==> config.mk <==
export PLATFORM = sky130hd
export DESIGN_NAME = sag_addr_gen
export DESIGN_NICKNAME = d
export VERILOG_FILES = /design/src/sag_pkg.sv /design/src/sag_addr_gen.sv /design/src/sag_ea_calc.sv /design/src/sag_seg_sel.sv
export SDC_FILE = /design/constraint.sdc
export NUM_CORES = 1
export LEC_CHECK = 0
export BUFFER_PORTS_ARGS = -buffer_cell sky130_fd_sc_hd__buf_2
export CAP_MARGIN = 20
export CORE_UTILIZATION = 40
export CTS_CLUSTER_DIAMETER = 200
export DETAILED_ROUTE_END_ITERATION = 16
export HOLD_SLACK_MARGIN = 0.03
export PLACE_DENSITY = 0.78
export SKIP_CTS_REPAIR_TIMING = 1
export SLEW_MARGIN = 20
export SYNTH_ARGS = -nofsm -noshare
export SYNTH_HDL_FRONTEND = slang
export SYNTH_SLANG_ARGS = --single-unit
export TNS_END_PERCENT = 50
==> constraint.sdc <==
create_clock -name core_clk -period 2.3 [get_ports core_clk]
set_clock_uncertainty 0.15 [all_clocks]
set_input_delay 0.46 -clock core_clk [delete_from_list [all_inputs] [get_ports core_clk]]
set_output_delay 0.46 -clock core_clk [all_outputs]
set_load 0.02 [all_outputs]
==> src/sag_pkg.sv <==
// shared constants and types of the segment address generator
package sag_pkg;

    // ------------------------------------------------------------
    // widths
    // ------------------------------------------------------------
    localparam int SAG_OFS_W   = 16;  // offsets are unsigned 16-bit
    localparam int SAG_PHYS_W  = 20;  // physical bus is 1 Mbyte
    localparam int SAG_SEG_SHL = 4;   // segment paragraph of 16 bytes

    // ------------------------------------------------------------
    // second-byte (mode/rm) field layout and encodings
    // ------------------------------------------------------------
    localparam int         SAG_MOD_HI     = 7;
    localparam int         SAG_MOD_LO     = 6;
    localparam int         SAG_RM_HI      = 2;
    localparam int         SAG_RM_LO      = 0;
    localparam logic [1:0] SAG_MOD_NODISP = 2'h0;
    localparam logic [1:0] SAG_MOD_DISP8  = 2'h1;
    localparam logic [1:0] SAG_MOD_DISP16 = 2'h2;
    localparam logic [1:0] SAG_MOD_REG    = 2'h3;
    localparam logic [2:0] SAG_RM_DIRECT  = 3'h6;

    // opcode that decodes as the first float escape (plain default)
    localparam logic [7:0] SAG_FLOAT_ESC_OP = 8'hd8;

    // ------------------------------------------------------------
    // enumerations
    // ------------------------------------------------------------
    typedef enum logic [2:0] {
        SAG_ACC_FETCH = 3'h0,
        SAG_ACC_STACK = 3'h1,
        SAG_ACC_EA    = 3'h2,
        SAG_ACC_SRC_A = 3'h3,
        SAG_ACC_DST_B = 3'h4
    } sag_acc_t;

    typedef enum logic [1:0] {
        SAG_SEG_CODE  = 2'h0,
        SAG_SEG_STACK = 2'h1,
        SAG_SEG_DATA0 = 2'h2,
        SAG_SEG_DATA1 = 2'h3
    } sag_seg_t;

endpackage : sag_pkg

==> src/sag_addr_gen.sv <==
// top of the segment address generator: offset pick, physical sum, checks
`timescale 1ns/1ns
`default_nettype none
module sag_addr_gen
    import sag_pkg::*;
(
    input  wire logic        core_clk,
    input  wire logic        arst_n,
    input  wire logic        req_valid,
    input  wire sag_acc_t    acc_kind,
    input  wire logic [7:0]  opcode,
    input  wire logic [7:0]  modrm,
    input  wire logic [7:0]  disp_lo,
    input  wire logic [7:0]  disp_hi,
    input  wire logic        ovr_valid,
    input  wire sag_seg_t    ovr_seg,
    input  wire logic [15:0] code_segment_base,
    input  wire logic [15:0] stack_segment_base,
    input  wire logic [15:0] first_data_segment_base,
    input  wire logic [15:0] second_data_segment_base,
    input  wire logic [15:0] fetch_pointer,
    input  wire logic [15:0] stack_pointer,
    input  wire logic [15:0] base_pointer,
    input  wire logic [15:0] base_word,
    input  wire logic [15:0] source_index,
    input  wire logic [15:0] destination_index,
    output logic             out_valid,
    output logic [19:0]      phys_addr,
    output logic [15:0]      operand_offset,
    output sag_seg_t         seg_sel,
    output logic             reg_operand,
    output logic             float_nop
);

    // ------------------------------------------------------------
    // state
    // ------------------------------------------------------------
    typedef struct packed {
        logic                  out_valid;
        logic                  float_nop;
        logic                  reg_operand;
        sag_seg_t              seg;
        logic [SAG_OFS_W-1:0]  offset;
        logic [SAG_PHYS_W-1:0] phys;
    } sag_state_t;

    sag_state_t  st_r;
    sag_state_t  st_nxt;
    logic [15:0] ea_w;
    logic        bp_based_w;
    logic        reg_mode_w;
    sag_seg_t    seg_w;
    logic [15:0] seg_base_w;
    logic [15:0] ofs_w;
    logic        is_esc_w;

    // ------------------------------------------------------------
    // offset calculation and segment choice
    // ------------------------------------------------------------
    // mode byte decode and three-term sum
    sag_ea_calc u_ea (
        .modrm             (modrm),
        .disp_lo           (disp_lo),
        .disp_hi           (disp_hi),
        .base_word         (base_word),
        .base_pointer      (base_pointer),
        .source_index      (source_index),
        .destination_index (destination_index),
        .ea                (ea_w),
        .bp_based          (bp_based_w),
        .reg_mode          (reg_mode_w)
    );

    // default segments and prefix handling
    sag_seg_sel u_seg (
        .acc_kind                 (acc_kind),
        .bp_based                 (bp_based_w),
        .ovr_valid                (ovr_valid),
        .ovr_seg                  (ovr_seg),
        .code_segment_base        (code_segment_base),
        .stack_segment_base       (stack_segment_base),
        .first_data_segment_base  (first_data_segment_base),
        .second_data_segment_base (second_data_segment_base),
        .seg                      (seg_w),
        .seg_base                 (seg_base_w)
    );

    // the float escape is caught before any address is formed
    assign is_esc_w = (opcode == SAG_FLOAT_ESC_OP);

    // ------------------------------------------------------------
    // next state
    // ------------------------------------------------------------
    // offset source follows the access kind
    always_comb begin
        case (acc_kind)
            SAG_ACC_FETCH: ofs_w = fetch_pointer;
            SAG_ACC_STACK: ofs_w = stack_pointer;
            SAG_ACC_SRC_A: ofs_w = source_index;
            SAG_ACC_DST_B: ofs_w = destination_index;
            default:       ofs_w = ea_w;
        endcase
    end

    // one request gives one answer on the next edge; a request that
    // is a no-op or a register operand produces no memory address
    always_comb begin
        st_nxt             = st_r;
        st_nxt.out_valid   = 1'b0;
        st_nxt.float_nop   = 1'b0;
        st_nxt.reg_operand = 1'b0;
        if (req_valid) begin
            if (is_esc_w) begin
                st_nxt.float_nop = 1'b1;
            end else if ((acc_kind == SAG_ACC_EA) && reg_mode_w) begin
                st_nxt.reg_operand = 1'b1;
            end else begin
                st_nxt.out_valid = 1'b1;
                st_nxt.seg       = seg_w;
                st_nxt.offset    = ofs_w;
                // unsigned paragraph plus offset, carry past bit 19 lost
                st_nxt.phys      = 20'({seg_base_w, 4'h0} + {4'h0, ofs_w});
            end
        end
    end

    // ------------------------------------------------------------
    // registers
    // ------------------------------------------------------------
    always_ff @(posedge core_clk or negedge arst_n) begin
        if (!arst_n) begin
            st_r <= '0;
        end else begin
            st_r <= st_nxt;
        end
    end

    // outputs straight from flops
    assign out_valid      = st_r.out_valid;
    assign phys_addr      = st_r.phys;
    assign operand_offset = st_r.offset;
    assign seg_sel        = st_r.seg;
    assign reg_operand    = st_r.reg_operand;
    assign float_nop      = st_r.float_nop;

    // a memory request that is neither escape nor register form
    logic mem_req_w;
    assign mem_req_w = req_valid && !is_esc_w && !((acc_kind == SAG_ACC_EA) && reg_mode_w);
endmodule : sag_addr_gen
`default_nettype wire

==> src/sag_ea_calc.sv <==
// operand offset calculation from the second instruction byte
`timescale 1ns/1ns
`default_nettype none
module sag_ea_calc
    import sag_pkg::*;
(
    input  wire logic [7:0]  modrm,
    input  wire logic [7:0]  disp_lo,
    input  wire logic [7:0]  disp_hi,
    input  wire logic [15:0] base_word,
    input  wire logic [15:0] base_pointer,
    input  wire logic [15:0] source_index,
    input  wire logic [15:0] destination_index,
    output logic      [15:0] ea,
    output logic             bp_based,
    output logic             reg_mode
);
    logic [1:0]  mode;
    logic [2:0]  rm;
    logic [15:0] disp;
    logic [15:0] base;
    logic [15:0] index;

    // field split of the mode byte
    assign mode = modrm[SAG_MOD_HI:SAG_MOD_LO];
    assign rm   = modrm[SAG_RM_HI:SAG_RM_LO];
    assign reg_mode = (mode == SAG_MOD_REG);

    // displacement, base and index each optional
    always_comb begin
        disp     = 16'h0000;
        base     = 16'h0000;
        index    = 16'h0000;
        bp_based = 1'b0;
        case (mode)
            SAG_MOD_NODISP: disp = (rm == SAG_RM_DIRECT) ? {disp_hi, disp_lo} : 16'h0000;
            SAG_MOD_DISP8:  disp = {{8{disp_lo[7]}}, disp_lo};
            SAG_MOD_DISP16: disp = {disp_hi, disp_lo};
            default:        disp = 16'h0000;
        endcase
        case (rm)
            3'h0: begin base = base_word;    index = source_index;      end
            3'h1: begin base = base_word;    index = destination_index; end
            3'h2: begin base = base_pointer; index = source_index;      end
            3'h3: begin base = base_pointer; index = destination_index; end
            3'h4: index = source_index;
            3'h5: index = destination_index;
            3'h6: base = (mode == SAG_MOD_NODISP) ? 16'h0000 : base_pointer;
            default: base = base_word;
        endcase
        bp_based = (rm == 3'h2) || (rm == 3'h3) || ((rm == SAG_RM_DIRECT) && (mode != SAG_MOD_NODISP));
        // carry out of bit 15 is dropped: offsets wrap inside the segment
        ea = 16'(disp + base + index);
    end
endmodule : sag_ea_calc
`default_nettype wire

==> src/sag_seg_sel.sv <==
// segment choice by access kind and override prefix
`timescale 1ns/1ns
`default_nettype none
module sag_seg_sel
    import sag_pkg::*;
(
    input  wire sag_acc_t    acc_kind,
    input  wire logic        bp_based,
    input  wire logic        ovr_valid,
    input  wire sag_seg_t    ovr_seg,
    input  wire logic [15:0] code_segment_base,
    input  wire logic [15:0] stack_segment_base,
    input  wire logic [15:0] first_data_segment_base,
    input  wire logic [15:0] second_data_segment_base,
    output sag_seg_t         seg,
    output logic      [15:0] seg_base
);
    // fixed kinds ignore any prefix; the others take it for this access
    always_comb begin
        case (acc_kind)
            SAG_ACC_FETCH: seg = SAG_SEG_CODE;
            SAG_ACC_STACK: seg = SAG_SEG_STACK;
            SAG_ACC_DST_B: seg = SAG_SEG_DATA1;
            SAG_ACC_SRC_A: seg = ovr_valid ? ovr_seg : SAG_SEG_DATA0;
            SAG_ACC_EA:    seg = ovr_valid ? ovr_seg : (bp_based ? SAG_SEG_STACK : SAG_SEG_DATA0);
            default:       seg = SAG_SEG_DATA0;
        endcase
        case (seg)
            SAG_SEG_CODE:  seg_base = code_segment_base;
            SAG_SEG_STACK: seg_base = stack_segment_base;
            SAG_SEG_DATA0: seg_base = first_data_segment_base;
            default:       seg_base = second_data_segment_base;
        endcase
    end
endmodule : sag_seg_sel
`default_nettype wire

# Yosys cells after proc, flatten, opt, wreduce, memory -nomap -nowiden
# Cells that the tools add are included.
[op_classes]
n_addsub = 3
eq_ne = 16
mux = 18
bitwise = 2
reduce_logical = 14
[op_table]
columns = ["operator", "n"]
rows = [
  ["16-bit case mux with 3 select lines", 3],
  ["16-bit case mux with 4 select lines", 1],
  ["41-bit two-way mux", 1],
  ["39-bit two-way mux", 1],
  ["38-bit two-way mux", 1],
  ["16-bit adder", 2],
  ["16-bit two-way mux", 2],
  ["16-bit case mux with 2 select lines", 1],
  ["20-bit by 16-bit adder with 20-bit output", 1],
  ["3-bit by 2-bit == test with 1-bit output (second input constant)", 4],
  ["3-bit == test (second input constant)", 4],
  ["2-bit case mux with 5 select lines", 1],
  ["8-bit == test (second input constant)", 1],
  ["2-bit == test (second input constant)", 3],
  ["3-bit by 1-bit == test with 1-bit output (second input constant)", 2],
  ["3-bit zero test", 2],
  ["2-bit two-way mux", 3],
  ["3-bit OR reduction", 2],
  ["2-bit by 1-bit == test with 1-bit output (second input constant)", 2],
  ["2-bit zero test", 2],
  ["1-bit two-way mux", 4],
  ["2-bit OR reduction", 2],
  ["3-bit AND reduction", 1],
  ["1-bit logical AND", 2],
  ["other kinds (3)", 5],
]
[totals]
regBits = 41
wordCells = 59

# Logic depth before layout (Yosys ltp)
[depth]
ltp_word = 12
depth_mapped = 26

# Cells and area by module
# Synthesis repeated with hierarchy kept, for this count alone.
[hier_totals]
hier_cells = 632
hier_area_um2 = 5205.0
[modules_own_cells]
columns = ["mod", "n_inst", "cells_each", "area_each_um2"]
rows = [
  ["sag_addr_gen", 1, 307, 2797.7],
  ["sag_ea_calc", 1, 216, 1641.6],
  ["sag_seg_sel", 1, 109, 765.7],
]

# Worst setup path before layout
# No wires, ideal clock.
[synth_timing]
kind = "input to register"
start = "in modrm[0]"
end = "reg st_r (netlist bit phys_addr[14])"
setup_ns = 0.120
arrival_time_ns = 5.753
required_time_ns = 2.030
path_slack_ns = -3.723
cell_stages = 24
path_cell_list = "clkbuf_1 > o21bai_1 > a21boi_1 > clkbuf_1 > a22oi_1 > fa_1 > inv_1 > ha_1 > fa_1 > a21o_1 > a21oi_1 > xnor2_1 > a21oi_1 > o221ai_1 > fa_1 > a21o_1 > a21oi_1 > o21bai_1 > a21oi_1 > a21oi_1 > a221oi_2 > a21oi_1 > or3_1 > a31o_1"
[synth_rtl]
columns = ["element", "line_no", "source"]
rows = [
  ["from (decl)", "sag_addr_gen.sv:12", "input wire logic [7:0] modrm,"],
  ["3-bit == test, or another cell as far along", "sag_ea_calc.sv:36, sag_ea_calc.sv:41", ""],
  ["16-bit two-way mux / 2-bit OR reduction (equally long branches)", "--", ""],
  ["16-bit case mux with 3 select lines, on equally long branches", "sag_ea_calc.sv:35, sag_ea_calc.sv:41", ""],
  ["16-bit adder", "sag_ea_calc.sv:53", "ea = 16'(disp + base + index);"],
  ["16-bit adder *", "sag_ea_calc.sv:53", ""],
  ["16-bit case mux with 4 select lines *", "sag_addr_gen.sv:96", "case (acc_kind)"],
  ["via ofs_w[5]", "sag_addr_gen.sv:54", "logic [15:0] ofs_w;"],
  ["20-bit by 16-bit adder with 20-bit output *", "sag_addr_gen.sv:122", "st_nxt.phys = 20'({seg_base_w, 4'h0} + {4'h0, ofs_w});"],
  ["to (signal assigned)", "sag_addr_gen.sv:134", "st_r <= st_nxt;"],
  ["to (decl)", "sag_addr_gen.sv:47", "sag_state_t st_r;"],
]
# The timed path passes the listed nets; every way through them passes the cells marked *.
# A chain may end at the register's enable or synchronous reset.

# Worst setup path after layout
[layout_timing]
start = "in modrm[2]"
end = "reg st_r (netlist bit phys_addr[14])"
# The elaborated chain is that of the path after synthesis.

==> results.py <==
metrics = {
    "outcome": {
        "status": "finished, violations left",
        "violations": "negative setup slack",
    },
    "yosys": {
        "synth-seq-area-share_pct": 18.7,
        "yosysUniqueCellTypes": 57,
        "synth_area_per_cell_sq_um": 7.69,
        "synth_area_leader_cell": "dfrtp_1",
        "synth-main-ff-cell": "dfrtp_1",
        "ys_ff_latch": 37,
        "synth_edf_count": 0,
        "yosysWarnings": 0,
        "netlist_instances": 644,
        "async_flop_share_pct": 100,
        "yosysMostFrequentCell": "nand2_1",
        "netlist_top_cells_count": "nand2_1 (114), a21oi_1 (54), mux2i_1 (45)",
        "synth_area_leaders": "dfrtp_1 (19%), mux2i_1 (9.1%), nand2_1 (8.6%)",
        "synth_nets": 886,
        "synth_top_cell_area_share_pct": 18.7,
        "synthesis.area_sq_um": 4950,
    },
    "clock_network": {
        "numCtsBuffers": 5,
        "root_buffer": "clkbuf_16",
        "clock_tree.buffer_depth": 2,
        "cts_tree": "yes",
        "cts.sinks": 37,
        "insertion_delay_ns": 0.28,
        "clkTransAtPathRegs_ns": 0.06,
        "cts_max_level": 2,
    },
    "grt": {
        "grt_pass1_wl_microns": 27500,
        "grt_usage_pct": 26.8,
        "overflow": 0,
        "grt_pass1_vias": 5966,
        "grt_max_degree": 47,
        "antenna_found_initial": 2,
    },
    "die": {
        "die_area_sq_um": 12800,
        "rows": 40,
        "die_y_microns": 113,
        "start_util_pct": 41.1,
        "die_x_microns": 113,
        "core_sq_um": 12100,
        "ios": 242,
    },
    "worst_setup_path": {
        "reg2reg_setup_slack_ns": 1.29,
        "critical_path_arrival_ns": 5.33,
        "start_kind": "input port",
        "crit_chain": "buf_4 -> nand2_2 -> o21bai_1 -> o21a_2 -> buf_4 -> and2_1 -> fa_1 -> ha_1 -> o211ai_1 -> o21bai_1 -> xor2_1 -> a21oi_1 -> o221ai_2 -> ha_1 -> a21o_1 -> a21oi_2 -> o21bai_2 -> a21oi_4 -> a21oi_2 -> a221oi_2 -> a21oi_1 -> or3_4 -> a31o_1",
        "cp.required_ns": 2.31,
        "crit_fanout": 5,
        "cpLargestDelayFamily": "compound AO/OA/AOI/OAI gates",
        "crit_buf_inv": 2,
        "crit_type": "input port to register",
        "critPathCaptureType": "register",
        "slowest_stage": "fa_1",
        "cp_slowest_stage_delay_ns": 0.48,
    },
    "timing": {
        "slew_violations": 0,
        "min_period_ns": 5.32,
        "finalSetupViolations": 31,
        "max_slew.worst_pin.slew_ns": 0.540,
        "maxSlewHeadroom_pct": 64.0,
        "rsz0062_at_grt": "yes",
        "setup_tns_ns": -55.06,
        "max_freq_mhz": 188,
        "hold_viol": 0,
        "worst_slack_ns": -3.02,
        "post-route-period-util_pct": 231,
    },
    "placed_design": {
        "hpwl_microns": 14800,
        "place_congestion": 0.890,
        "port-buffer-count": 238,
        "dpl-instance-area_sq_um": 7410,
    },
    "layout": {
        "finalCoreUtilization_pct": 66.2,
        "stdcell_area_sq_um": 7980,
        "final_nets": 1244,
        "drive_gt1_share_pct": 48.3,
        "area_delta_synth_final_pct": 61.1,
    },
    "run": {
        "drv_cap": 0,
    },
    "power": {
        "p_leak_nw": 4.14,
        "ir_worst_vdd_mv": 0.336,
        "p_per_area_nw_per_um2": 710,
    },
    "detailed_routing": {
        "vias": 6189,
        "wl_microns": 18500,
        "firstDrtPassIters": 5,
        "drc": 0,
        "antenna_left": 0,
        "first_iter_violations": 416,
        "avgRoutedWirePerCell_microns": 15.8,
        "viasPerCell": 5.28,
    },
    "min_path": {
        "hold_class": "input port to async pin",
    },
}
## per-stage QoR
stage / cells / setup slack (ns) / hold slack (ns) / power (mW)
floorplan: 644 / -2.93 / 0.0144 / 2.94
global placement: 1156 / -3.01 / 0.303 / 4.30
detailed placement: 1156 / -3.25 / 0.303 / 4.39
CTS: 1164 / -3.01 / 0.0916 / 5.22
global route: 1172 / -3.17 / 0.117 / 6.03
finish: 1173 / -3.02 / 0.0796 / 5.67
## routing by layer
metal,global-route usage [%],vias up,part of all wire (%)
met2,50.2,276,51
met4,7.63,0,2.4
met5,0,-,0
met3,3.43,43,6.4
met1,31.8,2859,40
li1,-,3011,-
## placed cells by master (no fill, tap or decap), types with 6 or more instances in the layout
cell type  instances
a211oi_1          12
a21o_1            15
a21oi_1           42
a21oi_2           13
a22oi_1           12
buf_2            233
buf_4            145
dfrtp_1           37
fa_1              14
ha_1              17
ha_4               6
inv_1             35
mux2_2            18
mux2i_1           45
nand2_1          109
nand2b_1           6
nand3_1           10
nor2_1            34
nor2b_1           15
o211ai_1           8
o21ai_0           25
o21ai_1           11
xnor2_1           11
xor2_1             8
## power by group
group	switching [mW]	leakage (nW)	internal (mW)
clock	0.260	0.0841	0.541
sequential	0.107	0.454	0.858
combinational	2.03	3.60	1.88
total	2.39	4.14	3.28
## flip-flops by register name, summed over array words and instances (netlist names)
register	flops
seg_sel	2
float_nop	1
phys_addr	16
out_valid	1
reg_operand	1
operand_offset	16
## final timing paths
path,start,end,cells past startpoint
worst max-delay path,modrm[2],phys_addr[14],23
worst max register to register,phys_addr[16],phys_addr[16],3
worst min register to register,operand_offset[6],operand_offset[6],2
worst min-delay path,arst_n,phys_addr[5],2
min in group core_clk,req_valid,float_nop,3
max in group asynchronous,arst_n,operand_offset[14],2
## cells by family (layout without fill, tap and decap cells)
kind of cell | after synthesis | after routing | synth area share, %
compound gates | 192 | 192 | 25.7
xor+xnor | 24 | 24 | 4.24
fa+ha+maj | 41 | 41 | 12.9
buf+inv | 74 | 433 | 6.01
flops | 37 | 37 | 18.7
mux | 64 | 64 | 13.4
other cells | 0 | 2 | 0
simple gates | 212 | 212 | 19.0
## area by class of cell
| cell class | instances | area (sq um) |
|---|---|---|
| clock inverter | 1 | 30.0 |
| sequential | 37 | 926 |
| inverter | 36 | 135 |
| clock buffer | 7 | 143 |
| fill | 1020 | 4080 |
| antenna | 2 | 5.00 |
| timing repair buffer | 389 | 2430 |
| multi-input combinational | 533 | 4110 |
| tap | 168 | 210 |
## worst reg2reg max path, cell delays in order (launching register included)
cell and delay [ns]:
dfrtp_1 0.39, nand2_1 0.07, o311a_1 0.18, o311ai_1 0.09
Note: power is estimated with default switching activity, not from simulation.
